**config.mk**
```make
export PLATFORM = sky130hd
export DESIGN_NAME = frs_section_ctrl
export DESIGN_NICKNAME = d
export VERILOG_FILES = /design/src/design/frs_pkg.sv /design/src/design/frs_section_ctrl.sv /design/src/design/frs_classify.sv /design/src/design/frs_lock_store.sv
export SDC_FILE = /design/constraint.sdc
export NUM_CORES = 1
export LEC_CHECK = 0
export BUFFER_PORTS_ARGS = -buffer_cell sky130_fd_sc_hd__buf_2
export CAP_MARGIN = 20
export CELL_PAD_IN_SITES_DETAIL_PLACEMENT = 1
export CELL_PAD_IN_SITES_GLOBAL_PLACEMENT = 1
export CORE_MARGIN = 1
export CORE_UTILIZATION = 33
export CTS_CLUSTER_SIZE = 20
export DETAILED_ROUTE_END_ITERATION = 16
export GPL_TIMING_DRIVEN = 1
export PLACE_DENSITY_LB_ADDON = 0.1
export SLEW_MARGIN = 20
export SYNTH_ARGS = -nofsm -noshare
export SYNTH_HDL_FRONTEND = slang
export SYNTH_SLANG_ARGS = --single-unit
```
**constraint.sdc**
```tcl
create_clock -name SYS_CLK_I -period 3.3 [get_ports SYS_CLK_I]
set_input_delay 0.99 -clock SYS_CLK_I [delete_from_list [all_inputs] [get_ports SYS_CLK_I]]
set_output_delay 0.99 -clock SYS_CLK_I [all_outputs]
set_load 0.005 [all_outputs]
```
**src/design/frs_pkg.sv**
```systemverilog
// Constants, encodings and region limits for the flash section controller
// Notes on behaviour
// - Store-program run from the application region is ignored, nothing starts.
// - Store-program run from the boot region may erase or write any page.
// - Boot-size fuses set where the boot region starts.
// - First lock pair guards the application region.
// - Second lock pair guards the boot region, independently.
// - Concurrent-read limit is fixed, independent of any fuse.
// - Programming a concurrent-region page leaves the CPU running.
// - Programming a halting-region page halts the CPU for the whole operation.
// - Halt choice follows the programmed page, not the CPU's read address.
// - Boot region lies wholly inside the halting region for every size.
// - Busy flag reads one while concurrent-region reads are blocked.
// - Busy flag holds after completion until software clears it.
// - Target address is latched from the pointer when an operation starts.
// - Lock bits are set by software or programmer, cleared only by chip erase.
package frs_pkg;

    // ==========================================================
    // Geometry
    localparam int          ADDR_W        = 16;
    localparam int          DATA_W        = 8;
    localparam logic [15:0] CONC_END_ADDR = 16'hBFFF;

    // Boot region start per boot-size fuse code
    localparam logic [15:0] BOOT_START_SZ0 = 16'hC000;
    localparam logic [15:0] BOOT_START_SZ1 = 16'hE000;
    localparam logic [15:0] BOOT_START_SZ2 = 16'hF000;
    localparam logic [15:0] BOOT_START_SZ3 = 16'hF800;

    // ==========================================================
    // Store-program operation codes
    localparam logic [1:0] OP_PAGE_ERASE = 2'h0;
    localparam logic [1:0] OP_PAGE_WRITE = 2'h1;
    localparam logic [1:0] OP_LOCK_SET   = 2'h2;

    // ==========================================================
    // Register map
    localparam logic [1:0] REG_CTRL = 2'h0;
    localparam logic [1:0] REG_LOCK = 2'h1;
    localparam logic [1:0] REG_FUSE = 2'h2;

    localparam int CTRL_BUSY_BIT    = 0;
    localparam int CTRL_HALT_BIT    = 1;
    localparam int CTRL_ACTIVE_BIT  = 2;
    localparam int CTRL_REFUSED_BIT = 3;

    // Lock bits: [0] app write, [1] app read, [2] boot write, [3] boot read
    localparam int LOCK_APP_WR_BIT  = 0;
    localparam int LOCK_BOOT_WR_BIT = 2;

    // ==========================================================
    // Reset values
    localparam logic [3:0]  LOCK_RESET  = 4'h0;
    localparam logic [3:0]  LOCK_ERASED = 4'hF;
    localparam logic [1:0]  FUSE_RESET  = 2'h0;
    localparam logic [15:0] ADDR_RESET  = 16'h0000;
    localparam logic [7:0]  RDATA_RESET = 8'h00;

    typedef enum logic {
        ST_IDLE,
        ST_RUN
    } frs_state_type;

endpackage : frs_pkg

```
**src/design/frs_section_ctrl.sv**
```systemverilog
// Section access control for self-programming of program flash
//
// Design decisions made here: the plain strobed port and the address map.
module frs_section_ctrl (
    input  wire logic        SYS_CLK_I,
    input  wire logic        NRST_I,
    // Processor side
    input  wire logic        STORE_I,
    input  wire logic [1:0]  STORE_OP_I,
    input  wire logic [15:0] EXEC_ADDR_I,
    input  wire logic [15:0] POINTER_I,
    input  wire logic [3:0]  STORE_DATA_I,
    output logic             CPU_HALT_O,
    output logic             STORE_IGNORED_O,
    output logic             STORE_REFUSED_O,
    output logic             CONC_BUSY_O,
    // Fuses, lock storage and programming interface
    input  wire logic [1:0]  BOOT_SIZE_FUSES_I,
    input  wire logic [3:0]  LOCK_STORED_I,
    input  wire logic        LOCK_PROG_I,
    input  wire logic [3:0]  LOCK_PROG_MASK_I,
    input  wire logic        CHIP_ERASE_I,
    output logic [3:0]       LOCK_BITS_O,
    // Flash array
    output logic             FLASH_GO_O,
    output logic             FLASH_ERASE_O,
    output logic [15:0]      FLASH_ADDR_O,
    input  wire logic        FLASH_DONE_I,
    // Register port
    input  wire logic [1:0]  REG_ADDR_I,
    input  wire logic [7:0]  REG_WDATA_I,
    input  wire logic        REG_WR_I,
    input  wire logic        REG_RD_I,
    output logic [7:0]       REG_RDATA_O
);

    // ==========================================================
    // Declarations
    frs_pkg::frs_state_type state_q;
    logic        loaded_q;
    logic [1:0]  boot_sz_q;
    logic [15:0] addr_q;
    logic        erase_q;
    logic        conc_q;
    logic        busy_q;
    logic        halt_q;
    logic        go_q;
    logic        ignored_q;
    logic        refused_q;
    logic        refused_sticky_q;
    logic [7:0]  rdata_q;
    logic [3:0]  lock_bits;

    logic        exec_in_boot;
    logic [15:0] exec_boot_start;
    logic        tgt_in_boot;
    logic        tgt_in_conc;
    logic [15:0] tgt_boot_start;

    logic        take;
    logic        is_page_op;
    logic        allowed;
    logic        start;
    logic        lock_sw_set;
    logic        ctrl_wr;
    logic        busy_clr;
    logic        refused_clr;

    // ==========================================================
    // Region classification
    frs_classify u_cls_exec (
        .addr_i            (EXEC_ADDR_I),
        .boot_size_fuses_i (boot_sz_q),
        .in_boot_o         (exec_in_boot),
        .in_conc_o         (),
        .boot_start_o      (exec_boot_start)
    );

    frs_classify u_cls_tgt (
        .addr_i            (POINTER_I),
        .boot_size_fuses_i (boot_sz_q),
        .in_boot_o         (tgt_in_boot),
        .in_conc_o         (tgt_in_conc),
        .boot_start_o      (tgt_boot_start)
    );

    // ==========================================================
    // Lock bits
    frs_lock_store u_lock (
        .clk_i      (SYS_CLK_I),
        .nrst_i     (NRST_I),
        .load_i     (!loaded_q),
        .load_val_i (LOCK_STORED_I),
        .set_i      (lock_sw_set || LOCK_PROG_I),
        .set_mask_i ((lock_sw_set ? STORE_DATA_I : 4'h0) |
                     (LOCK_PROG_I ? LOCK_PROG_MASK_I : 4'h0)),
        .erase_i    (CHIP_ERASE_I),
        .lock_o     (lock_bits)
    );

    // ==========================================================
    // Request decode
    assign take        = STORE_I && loaded_q && (state_q == frs_pkg::ST_IDLE);
    assign is_page_op  = (STORE_OP_I == frs_pkg::OP_PAGE_ERASE) ||
                         (STORE_OP_I == frs_pkg::OP_PAGE_WRITE);
    // Write-lock bit low means programmed, so writes are barred
    assign allowed     = tgt_in_boot ? lock_bits[frs_pkg::LOCK_BOOT_WR_BIT]
                                     : lock_bits[frs_pkg::LOCK_APP_WR_BIT];
    assign start       = take && exec_in_boot && is_page_op && allowed;
    assign lock_sw_set = take && exec_in_boot && (STORE_OP_I == frs_pkg::OP_LOCK_SET);
    assign ctrl_wr     = REG_WR_I && (REG_ADDR_I == frs_pkg::REG_CTRL);
    assign busy_clr    = ctrl_wr && REG_WDATA_I[frs_pkg::CTRL_BUSY_BIT];
    assign refused_clr = ctrl_wr && REG_WDATA_I[frs_pkg::CTRL_REFUSED_BIT];

    // ==========================================================
    // Fuse capture after reset release
    always_ff @(posedge SYS_CLK_I or negedge NRST_I) begin
        if (!NRST_I) begin
            loaded_q  <= 1'b0;
            boot_sz_q <= frs_pkg::FUSE_RESET;
        end else if (!loaded_q) begin
            loaded_q  <= 1'b1;
            boot_sz_q <= BOOT_SIZE_FUSES_I;
        end
    end

    // ==========================================================
    // Operation sequencing
    always_ff @(posedge SYS_CLK_I or negedge NRST_I) begin
        if (!NRST_I) begin
            state_q <= frs_pkg::ST_IDLE;
        end else begin
            case (state_q)
                frs_pkg::ST_IDLE: begin
                    if (start) begin
                        state_q <= frs_pkg::ST_RUN;
                    end
                end
                frs_pkg::ST_RUN: begin
                    if (FLASH_DONE_I) begin
                        state_q <= frs_pkg::ST_IDLE;
                    end
                end
                default: begin
                    state_q <= frs_pkg::ST_IDLE;
                end
            endcase
        end
    end

    // Latched target so the pointer is free once running
    always_ff @(posedge SYS_CLK_I or negedge NRST_I) begin
        if (!NRST_I) begin
            addr_q  <= frs_pkg::ADDR_RESET;
            erase_q <= 1'b0;
            conc_q  <= 1'b0;
        end else if (start) begin
            addr_q  <= POINTER_I;
            erase_q <= (STORE_OP_I == frs_pkg::OP_PAGE_ERASE);
            conc_q  <= tgt_in_conc;
        end
    end

    always_ff @(posedge SYS_CLK_I or negedge NRST_I) begin
        if (!NRST_I) begin
            go_q      <= 1'b0;
            ignored_q <= 1'b0;
            refused_q <= 1'b0;
        end else begin
            go_q      <= start;
            ignored_q <= take && (!exec_in_boot || (!is_page_op &&
                         (STORE_OP_I != frs_pkg::OP_LOCK_SET)));
            refused_q <= take && exec_in_boot && is_page_op && !allowed;
        end
    end

    // Halt only for a halting-region page, held until the array finishes
    always_ff @(posedge SYS_CLK_I or negedge NRST_I) begin
        if (!NRST_I) begin
            halt_q <= 1'b0;
        end else if (start) begin
            halt_q <= !tgt_in_conc;
        end else if (FLASH_DONE_I) begin
            halt_q <= 1'b0;
        end
    end

    // Busy survives completion; a new concurrent-region start beats a clear in the same cycle
    always_ff @(posedge SYS_CLK_I or negedge NRST_I) begin
        if (!NRST_I) begin
            busy_q <= 1'b0;
        end else if (start && tgt_in_conc) begin
            busy_q <= 1'b1;
        end else if (busy_clr && (state_q == frs_pkg::ST_IDLE)) begin
            busy_q <= 1'b0;
        end
    end

    always_ff @(posedge SYS_CLK_I or negedge NRST_I) begin
        if (!NRST_I) begin
            refused_sticky_q <= 1'b0;
        end else if (take && exec_in_boot && is_page_op && !allowed) begin
            refused_sticky_q <= 1'b1;
        end else if (refused_clr) begin
            refused_sticky_q <= 1'b0;
        end
    end

    // ==========================================================
    // Register read
    always_ff @(posedge SYS_CLK_I or negedge NRST_I) begin
        if (!NRST_I) begin
            rdata_q <= frs_pkg::RDATA_RESET;
        end else if (REG_RD_I) begin
            case (REG_ADDR_I)
                frs_pkg::REG_CTRL: rdata_q <= {4'h0, refused_sticky_q,
                                               (state_q == frs_pkg::ST_RUN),
                                               halt_q, busy_q};
                frs_pkg::REG_LOCK: rdata_q <= {4'h0, lock_bits};
                frs_pkg::REG_FUSE: rdata_q <= {6'h00, boot_sz_q};
                default:           rdata_q <= 8'h00;
            endcase
        end else begin
            rdata_q <= frs_pkg::RDATA_RESET;
        end
    end

    // ==========================================================
    // Outputs
    assign CPU_HALT_O      = halt_q;
    assign STORE_IGNORED_O = ignored_q;
    assign STORE_REFUSED_O = refused_q;
    assign CONC_BUSY_O     = busy_q;
    assign LOCK_BITS_O     = lock_bits;
    assign FLASH_GO_O      = go_q;
    assign FLASH_ERASE_O   = erase_q;
    assign FLASH_ADDR_O    = addr_q;
    assign REG_RDATA_O     = rdata_q;
endmodule : frs_section_ctrl

```
**src/design/frs_classify.sv**
```systemverilog
// Region classifier for one flash byte address
module frs_classify (
    input  wire logic [15:0] addr_i,
    input  wire logic [1:0]  boot_size_fuses_i,
    output logic             in_boot_o,
    output logic             in_conc_o,
    output logic [15:0]      boot_start_o
);

    always_comb begin
        case (boot_size_fuses_i)
            2'h0:    boot_start_o = frs_pkg::BOOT_START_SZ0;
            2'h1:    boot_start_o = frs_pkg::BOOT_START_SZ1;
            2'h2:    boot_start_o = frs_pkg::BOOT_START_SZ2;
            default: boot_start_o = frs_pkg::BOOT_START_SZ3;
        endcase
    end

    assign in_boot_o = (addr_i >= boot_start_o);
    assign in_conc_o = (addr_i <= frs_pkg::CONC_END_ADDR);

endmodule : frs_classify

```
**src/design/frs_lock_store.sv**
```systemverilog
// Boot and general lock bits, programmed one way only
module frs_lock_store (
    input  wire logic       clk_i,
    input  wire logic       nrst_i,
    input  wire logic       load_i,
    input  wire logic [3:0] load_val_i,
    input  wire logic       set_i,
    input  wire logic [3:0] set_mask_i,
    input  wire logic       erase_i,
    output logic [3:0]      lock_o
);

    // Reset shows fully protected until the stored value is loaded
    genvar b;
    generate
        for (b = 0; b < 4; b++) begin : g_bit
            always_ff @(posedge clk_i or negedge nrst_i) begin
                if (!nrst_i) begin
                    lock_o[b] <= frs_pkg::LOCK_RESET[b];
                end else if (load_i) begin
                    lock_o[b] <= load_val_i[b];
                end else if (set_i && set_mask_i[b]) begin
                    lock_o[b] <= 1'b0;
                end else if (erase_i) begin
                    lock_o[b] <= frs_pkg::LOCK_ERASED[b];
                end
            end
        end
    endgenerate

endmodule : frs_lock_store

```
==> impl_metrics.tcl, run 1 <==
set metrics [dict create \
    status "finished clean" \
    ff2ff_path_depth 8 \
    hold_viol 0 \
    tritoncts "yes" \
    hold_end "refused_sticky_q$_DFFE_PN0P_" \
    worstHoldStart "refused_sticky_q$_DFFE_PN0P_" \
    crit_buf_inv 2 \
    crit_path_end_kind "register" \
    ctsHtreeMaxLevel 2 \
    wl_per_cell_um 15.0 \
    dr.pass1.iters 4 \
    area_delta_synth_final_pct 33.1 \
    hold_path.class "reg2reg" \
    worstHoldPathCells 2 \
    cts_root_buf "clkbuf_8" \
    die_x_um 75.4 \
    cp_top_family "simple AND/OR/NAND/NOR gates" \
    ys_ff_latch 35 \
    drc_errors 0 \
    drt_iter0_markers 106 \
    worst_path_max_delay_cell "or3b_2" \
    start_util_pct 34.6 \
    ys_types 36 \
    yosysTopAreaCell "dfrtp_1" \
    routed_wirelength_mm 4.65 \
    cts_hold_buf 0 \
    clock_latency_ps 280 \
    ys.warnings.count 0 \
    finish.net_count 310 \
    cp_max_fo 18 \
    grt_pass1_wl_mm 7.22 \
    gp_congestion 0.767 \
    finalSetupViolCount 0 \
    start_kind "input port" \
    reg2reg_slack_ps 760 \
    slew_headroom_pct 47.3 \
    synth_top_area_share_pct 49.2 \
    maxCapViolCount 0 \
    syn_avg_cell_area_um2 12.4 \
    tns_ps 0 \
    ys_seq_area_share_pct 49.2 \
    required_ps 3470 \
    slew_violations 0 \
    power.density_nw_per_um2 439 \
    max-vdd-ir-drop_v 0.000181 \
    antenna_found_initial 0 \
    clock.fmax_mhz 360 \
    post-cts-setup-buffer-count 0 \
    r2r-end "FLASH_ADDR_O[5]$_DFFE_PN0P_" \
    clock-sinks 35 \
    synthFlopType "dfrtp_1" \
    core-area_um2 5140 \
    cts_resized 0 \
    ant_nets 0 \
    rsz0062_at_grt "no" \
    cts_max_path_buffers 2 \
    die_h_um 75.4 \
    path_clk_slew_ps 70 \
    grt_pass1_vias 1432 \
    dp_hpwl_mm 3.68 \
    grt_max_degree 36 \
    path_cells "buf_2 > ha_1 > a21oi_1 > a21oi_1 > or3b_2 > a21oi_4 > buf_12 > mux2_2" \
    reg2reg_from "boot_sz_q[1]$_DFFE_PN0N_" \
    num_io_pins 100 \
    dr_total_vias 1500 \
    fin_crit_ps 2780 \
    cpMostUsedCell "a21oi_1" \
    p_leak_nw 1.26 \
    fin_util_pct 46.1 \
    n_antenna_cell 0 \
    cts_buffers 5 \
    fillers 624 \
    rows 26 \
    tightest_slew_ps 790 \
    drive_above_1_share_pct 51.0 \
    track_usage_pct 17.4 \
    critPathArrivalTime_ps 2950 \
    fin_crit_sh_pct 84.2 \
    vias_per_cell 4.85 \
    fin_skew_ps 6.52 \
    syn_area_um2 1780 \
    synth_cells 144 \
    crit_type "in2reg" \
    yosys-top-cells-area "dfrtp_1 49%, mux2_4 13%, ha_1 4.2%, mux2i_1 3.4%, a21oi_1 2.0%" \
    async_flop_share_pct 100 \
    gr-total-overflow 0 \
    cpPeakStageDelay_ps 520 \
    port_buffers 89 \
    synth_edf_count 0 \
    dieArea_um2 5690 \
]
worst min-delay path: stages (launching register included):
cell and delay, ps:
dfrtp_1 350, nand2_1 50, o21ai_0 60
Yosys cell counts, types with 2 or more instances:
library cell  instances
or4_1                 2
ha_1                  6
nor2_1                6
mux2_2                3
buf_4                 4
o21ai_0               7
mux2_4               15
nand4b_1              3
mux2i_1               6
a22o_1                4
nor4_1                2
and2_1                3
clkbuf_1              2
a21oi_1               7
dfrtp_1              35
nand2_1               9
nand3b_1              4
inv_1                 7
conb_1                2
where the power goes:
group          internal [mW]  total (mW)  leakage [nW]  switching, mW
registers              0.482       0.517         0.458         0.0347
logic                  0.133       0.227         0.755         0.0932
clock network          0.148       0.295        0.0422          0.147
total                  0.764        1.04          1.26          0.275
layout by cell type (no fill, tap or decap), types with 6 or more instances in the layout:
cell type / n
buf_2: 89
dfrtp_1: 35
mux2_4: 15
nand2_1: 9
o21ai_0: 7
inv_1: 7
a21oi_1: 7
mux2i_1: 6
nor2_1: 6
ha_1: 6
routing by layer:
metal	part of all wire [%]	global-route usage [%]	vias to the layer above
li1	-	-	695
met1	44	23.2	735
met2	49	28.5	64
met3	5.8	3.57	6
met4	1.1	5.56	0
met5	0	0	-
worst max-delay path by stage:
stage | startpoint | to | slack, ps | cells after the start
after floorplan | POINTER_I[13] | FLASH_ADDR_O[0]$_DFFE_PN0P_ | 460 | 7
after global placement | POINTER_I[13] | FLASH_ADDR_O[5]$_DFFE_PN0P_ | 240 | 8
after detailed placement | POINTER_I[13] | FLASH_ADDR_O[5]$_DFFE_PN0P_ | 230 | 8
after CTS | POINTER_I[13] | FLASH_ADDR_O[5]$_DFFE_PN0P_ | 520 | 8
after global routing | POINTER_I[13] | FLASH_ADDR_O[5]$_DFFE_PN0P_ | 420 | 8
final | POINTER_I[13] | FLASH_ADDR_O[5]$_DFFE_PN0P_ | 520 | 8
flip-flops by register name (all words and copies together), names as in the netlist:
signal,count
STORE_REFUSED_O,1
CPU_HALT_O,1
loaded_q,1
REG_RDATA_O,4
STORE_IGNORED_O,1
state_q,1
refused_sticky_q,1
FLASH_GO_O,1
boot_sz_q,2
FLASH_ADDR_O,16
u_lock.lock_o,4
FLASH_ERASE_O,1
CONC_BUSY_O,1
metrics by stage:
| step | instances | cell area (µm²) | hold WS (ps) | total power, mW | worst slack, ps |
|---|---|---|---|---|---|
| floorplan | 147 | 1790 | 447 | 0.633 | 458 |
| global placement | 301 | 2290 | 487 | 0.741 | 241 |
| detailed placement | 301 | 2290 | 488 | 0.753 | 226 |
| CTS | 309 | 2370 | 507 | 1.05 | 517 |
| global route | 309 | 2370 | 523 | 1.10 | 422 |
| finish | 309 | 2370 | 496 | 1.04 | 521 |
cell families after synthesis:
group,share of synthesized area (%)
buffers and inverters,5.56
AND/OR/NAND/NOR,12.5
multiplexers,17.9
other,0.422
flip-flops,49.2
adder cells (fa/ha/maj),4.22
AO/OA/AOI/OAI,10.1
final cells by class:
| class | count | area, µm² | share of cell area [%] |
|---|---|---|---|
| sequential | 35 | 876 | 37.0 |
| multi-input combinational | 97 | 816 | 34.5 |
| timing repair buffer | 92 | 480 | 20.3 |
| tap | 70 | 87.6 | 3.70 |
| clock buffer | 7 | 76.3 | 3.22 |
| inverter | 7 | 26.3 | 1.11 |
| clock inverter | 1 | 5.00 | 0.211 |
(Power assumes the default switching activity.)
==> inputs of run 2 (changes only) <==
Settings changed: ABC_AREA set to 1, CORE_UTILIZATION 33 to 31.
Clock period 3.3 ns to 2.82 ns, I/O delays scaled along.
==> run 2 against run 1 <==
Register-to-register slack better by 20 ps. Clock skew is 1.5 ps higher. Non-clock buffer count is 3 lower. Largest power group unchanged. Global-route usage is 0.66 points lower. Hold slack worse by 9.5 ps. Combinational power is 12% higher. Design area is 3.5% higher. Largest cell class unchanged. Die area is 12% higher.
==> impl_metrics.tcl, run 2 <==
set metrics [dict create \
    fin_crit_ps 2160 \
    cpPeakStageDelay_ps 290 \
    fin_skew_ps 8.07 \
    yosysMostFrequentCell "nand2_1" \
    cp_max_fo 22 \
    hold_path.class "reg2reg" \
    layout_common_cells "89 x buf_2, 87 x nand2_1, 35 x dfrtp_1" \
    muxShareOfSynthArea_pct 0 \
    final_cells 404 \
    dieArea_um2 6360 \
    status "finished clean" \
    synth_edf_count 0 \
    wl_per_cell_um 11.8 \
    clock-sinks 35 \
    synth_top_family_by_area "simple AND/OR/NAND/NOR gates" \
    async_flop_share_pct 100 \
    fin_ws_ps 658 \
    ys_ff_latch 35 \
    drt_iter0_markers 32 \
    rsz0062_at_grt "no" \
    grtUsageMet3_pct 3.43 \
    fillers 780 \
    final_common_cell "buf_2" \
    critPathArrivalTime_ps 2390 \
    dp_hpwl_mm 3.82 \
    cts_root_buf "clkbuf_8" \
    max-vdd-ir-drop_v 0.000240 \
    cts_hold_buf 0 \
    syn_area_um2 1870 \
    dpl_worst_slack_ps 321 \
    port_buffers 89 \
    area_delta_synth_final_pct 30.9 \
    worst_path_max_delay_cell "ha_1" \
    synth_common_cells "87 x nand2_1, 35 x dfrtp_1, 22 x inv_1" \
    vias_per_cell 4.38 \
    synth_fa_ha_area_share_pct 4.01 \
    yosysTopAreaCell "dfrtp_1" \
    start_kind "input port" \
    largest_reg_flops 16 \
    power.density_nw_per_um2 508 \
    drc_errors 0 \
    p_leak_nw 1.51 \
    synth_xor_area_share_pct 0 \
    yosys-top-cells-area "dfrtp_1 47%, nand2_1 17%, nand2_2 6.3%, inv_1 4.4%, ha_1 4.0%" \
    start_util_pct 33.0 \
    placedInstanceArea_um2 2350 \
    path_cells "buf_2 > ha_1 > nand2_1 > inv_1 > nand2_1 > nor2_1 > nand2_1 > nand2_4 > nand2_4 > nor2_8 > nand2_4 > inv_6 > nand2_1 > nand2_1" \
    track_usage_pct 16.7 \
    synth_cells 239 \
    post-cts-setup-buffer-count 0 \
    ctsHtreeMaxLevel 2 \
    gr-total-overflow 0 \
    dr_total_vias 1768 \
    grt_max_degree 36 \
    dp.cells 396 \
    routed_wirelength_mm 4.78 \
    ys_seq_area_share_pct 46.8 \
    crit_type "in2reg" \
    finish.net_count 403 \
    synthFlopType "dfrtp_1" \
    crit_path_end_kind "register" \
    slew_violations 0 \
    core-area_um2 5680 \
    required_ps 3050 \
    use_met1_pct 21.5 \
    tritoncts "yes" \
    tightest_slew_ps 814 \
    finalSetupViolCount 0 \
    hold_viol 0 \
    die_h_um 79.7 \
    cp_top_family "simple AND/OR/NAND/NOR gates" \
    cts_buffers 5 \
    ys.warnings.count 0 \
    crit_buf_inv 3 \
    regArea_um2 876 \
    num_io_pins 100 \
    multi_input_area_um2 833 \
    syn_avg_cell_area_um2 7.84 \
    ant_nets 0 \
    maxCapViolCount 0 \
    tns_ps 0 \
    dr.pass1.iters 4 \
    die_x_um 79.7 \
    gp_congestion 0.754 \
    busiest_layer "met2" \
    fin_crit_sh_pct 76.7 \
    cpMostUsedCell "nand2_1" \
    stdcell_area_um2 2450 \
    slew_headroom_pct 45.7 \
    synth_top_area_share_pct 46.8 \
    gr-usage-met2_pct 27.4 \
    path_clk_slew_ps 70 \
    drive_above_1_share_pct 37.0 \
    synth-compound-area-share_pct 4.54 \
    grt_pass1_vias 1826 \
    clock_latency_ps 280 \
    grt_pass1_wl_mm 8.19 \
    antenna_found_initial 0 \
    ys_types 20 \
    cts_max_path_buffers 2 \
    synth_simple_gate_area_share_pct 34.9 \
    cts_resized 0 \
    clock.fmax_mhz 462 \
    rows 27 \
    n_antenna_cell 0 \
]
[run 2: cell count changes in the layout (fill, tap and decap cells not counted), sizes merged, moves of 2 or more]
cell and change:
nand3 +10, or4 -2, inv +19, mux2 -18
a22o -5, nand4b -3, and2 -3, nand3b -4
buf -3, nand4 +3, mux2i -6, nor2 +15
nand2 +100, nor4 -3
[run 2: final cells by class]
cell class	count	share of cell area [%]
well taps	72	3.68
inverters	27	4.34
repair buffers	89	18.2
multi-input cells	173	34.0
clock buffers	8	4.08
flip-flops and latches	35	35.7
[run 2: kinds of logic (layout without fill, tap and decap cells)]
logic type / after synthesis / after routing
simple gates: 145 / 145
flops: 35 / 35
buf+inv: 34 / 124
compound gates: 17 / 17
fa+ha+maj: 6 / 6
other cells: 2 / 5
[run 2: metal layers]
metal | vias to the layer above | part of all wire [%]
met5 | - | 0
met2 | 57 | 47
met1 | 804 | 46
li1 | 904 | -
met3 | 3 | 6.5
met4 | 0 | 0.54
[run 2: worst reg2reg max path, stage by stage, from the launching register on]
cell	delay, ps
dfrtp_1	420
nand2_1	90
inv_1	60
ha_1	260
inv_1	30
nor2_1	70
nand2_1	50
nor2_1	90
nand2_1	90
nand2_4	100
nand2_4	70
nor2_8	110
nand2_4	180
inv_6	220
nand2_1	80
nand2_1	60
[run 2: path summary, 6_finish.rpt]
kind,from,endpoint,slack [ps],cells after the start
setup / recovery,EXEC_ADDR_I[13],FLASH_ADDR_O[9]$_DFFE_PN0P_,660,14
hold / removal,FLASH_ADDR_O[12]$_DFFE_PN0P_,FLASH_ADDR_O[12]$_DFFE_PN0P_,490,2
setup reg to reg,boot_sz_q[0]$_DFFE_PN0N_,FLASH_ADDR_O[9]$_DFFE_PN0P_,780,15
hold reg to reg,FLASH_ADDR_O[12]$_DFFE_PN0P_,FLASH_ADDR_O[12]$_DFFE_PN0P_,490,2
max in group asynchronous,NRST_I,u_lock.lock_o[1]$_DFFE_PN0P_,1640,1
min in group asynchronous,NRST_I,FLASH_ADDR_O[1]$_DFFE_PN0P_,650,1
[run 2: metrics by stage]
stage	total power, mW	hold WS [ps]	utilization (%)
CTS	1.27	490	43.2
global route	1.34	503	43.2
floorplan	0.727	470	-
detailed placement	0.864	471	41.4
finish	1.25	487	43.2
global placement	0.855	458	41.4
[run 2: power by group]
group	switching, mW	leakage, nW	internal, mW	total [mW]
Sequential	0.0337	0.463	0.561	0.595
Clock	0.174	0.0515	0.223	0.397
Combinational	0.136	0.996	0.118	0.254
==> inputs of run 3 (changes only) <==
Clock period 2.82 ns to 2 ns, I/O delays scaled along.
==> run 3 against run 2 <==
Hold slack lost 230 ps. Clock power up 69%. Sequential cell count stayed put. Setup slack got worse by 600 ps. Register-to-register slack got worse by 720 ps. Global-route usage increased by 0.30 points. Final cell count is 3.2% higher. Utilization up 3.5 points. Die area unchanged. Largest power group unchanged.
==> impl_metrics.tcl, run 3 (same netlist as run 2, synthesis figures left out) <==
set metrics [dict create \
    die_h_um 79.7 \
    holdWs_ps 257 \
    core-area_um2 5680 \
    routed_wirelength_mm 5.11 \
    dieArea_um2 6360 \
    fin_skew_ps 3.31 \
    grt_pass1_vias 1880 \
    fillers 755 \
    clock-sinks 35 \
    fin_ws_ps 59.5 \
    power_mw 1.92 \
    power.density_nw_per_um2 725 \
    start_util_pct 33.0 \
    vias_per_cell 4.39 \
    clock_latency_ps 290 \
    slew_violations 0 \
    drt_iter0_markers 24 \
    finalSetupViolCount 0 \
    cts_buffers 5 \
    finish.net_count 416 \
    p_leak_nw 1.59 \
    maxCapViolCount 0 \
    placedInstanceArea_um2 2450 \
    ant_nets 0 \
    dp_hpwl_mm 4.12 \
    final_common_cell "buf_2" \
    rows 27 \
    tritoncts "yes" \
    layout_common_cells "89 x buf_2, 78 x nand2_1, 35 x dfrtp_1" \
    drc_errors 0 \
    start_kind "register" \
    hold_viol 0 \
    antenna_found_initial 0 \
    clock.fmax_mhz 515 \
    r2r-end "FLASH_ADDR_O[6]$_DFFE_PN0P_" \
    fin_crit_ps 1940 \
    required_ps 2180 \
    dpl_worst_slack_ps -111 \
    rsz0062_at_grt "yes" \
    reg2reg_from "boot_sz_q[1]$_DFFE_PN0N_" \
    startpoint "boot_sz_q[1]$_DFFE_PN0N_" \
    hold_path.class "in2async" \
    fin_crit_sh_pct 97.0 \
    cpPeakStageDelay_ps 410 \
    drive_above_1_share_pct 43.8 \
    tns_ps 0 \
    stdcell_area_um2 2650 \
    die_x_um 79.7 \
    reg2reg_slack_ps 60 \
    gr-total-overflow 0 \
    path_cells "nor2_2 > buf_4 > ha_1 > nand2_1 > inv_1 > nand2_1 > nor2_1 > nand2_1 > nand2_4 > nand2_4 > nor2_8 > nand2_8 > buf_4 > nand2_1 > nand2_1" \
    largest_reg_flops 16 \
    grt_max_degree 19 \
    ff2ff_path_depth 15 \
    crit_type "reg2reg" \
    worst_path_max_delay_cell "dfrtp_1" \
    path_clk_slew_ps 70 \
    wl_per_cell_um 12.3 \
    critPathArrivalTime_ps 2120 \
    area_delta_synth_final_pct 41.5 \
    cp_max_fo 4 \
    ctsHtreeMaxLevel 2 \
    port_buffers 89 \
    cts_max_path_buffers 2 \
    track_usage_pct 17.0 \
    max-vdd-ir-drop_v 0.000285 \
    num_io_pins 100 \
    cts_hold_buf 0 \
    dr_total_vias 1831 \
    cpMostUsedCell "nand2_1" \
    status "finished clean" \
    cp-endpoint "FLASH_ADDR_O[6]$_DFFE_PN0P_" \
    cts_root_buf "clkbuf_8" \
    grt_pass1_wl_mm 8.32 \
    dr.pass1.iters 4 \
    crit_path_end_kind "register" \
    gp_congestion 0.725 \
    n_antenna_cell 0 \
]
==> run 3: worst max-delay path: cells and delay by family (launching register included) <==
kind,cells,cell delay [ps]
fa+ha+maj,1,280
buf+inv,3,350
flops,1,410
simple gates,11,800
==> run 3: through the flow <==
stage | instances | utilization (%)
6_report | 417 | 46.7
5_1_grt | 417 | 46.7
4_1_cts | 414 | 45.3
3_5_place_dp | 406 | 43.2
3_3_place_gp | 406 | 43.2
2_1_floorplan | 242 | -
==> run 3: routing by layer <==
layer | share of wire, % | global-route usage [%] | up-vias
li1 | - | - | 935
met1 | 45 | 20.6 | 837
met2 | 49 | 30.2 | 53
met3 | 4.5 | 3.31 | 6
met4 | 1.2 | 5.36 | 0
met5 | 0 | 0 | -
==> run 3: cell type report <==
type                    count  area (µm²)  share of cell area [%]
inverters                  27         109                    4.11
repair buffers            102         572                    21.6
multi-input cells         173         887                    33.5
clock inverters             2        35.0                    1.32
flip-flops and latches     35         876                    33.0
well taps                  72        90.1                    3.40
clock buffers               6        82.6                    3.11
==> run 3: worst min path at each step <==
stage | start | end | slack (ps) | cells after the start
detailed placement | FLASH_ADDR_O[7]$_DFFE_PN0P_ | FLASH_ADDR_O[7]$_DFFE_PN0P_ | 470 | 2
global placement | FLASH_ADDR_O[7]$_DFFE_PN0P_ | FLASH_ADDR_O[7]$_DFFE_PN0P_ | 460 | 2
CTS | NRST_I | FLASH_ADDR_O[5]$_DFFE_PN0P_ | 270 | 1
finish | NRST_I | FLASH_ADDR_O[5]$_DFFE_PN0P_ | 260 | 1
floorplan | NRST_I | CONC_BUSY_O$_DFFE_PN0P_ | 300 | 0
global route | NRST_I | FLASH_ADDR_O[0]$_DFFE_PN0P_ | 280 | 1
==> run 3: report_power, final <==
group	switching [mW]	internal, mW	leakage, nW
Combinational	0.205	0.200	1.06
Clock	0.269	0.404	0.0612
Sequential	0.0547	0.791	0.463
==> run 3: what timing repair did <==
action / 4_1_cts / 5_1_grt
setup endpoints to repair: 0 / 22
gates resized for setup: 0 / 18
setup buffers: 0 / 3
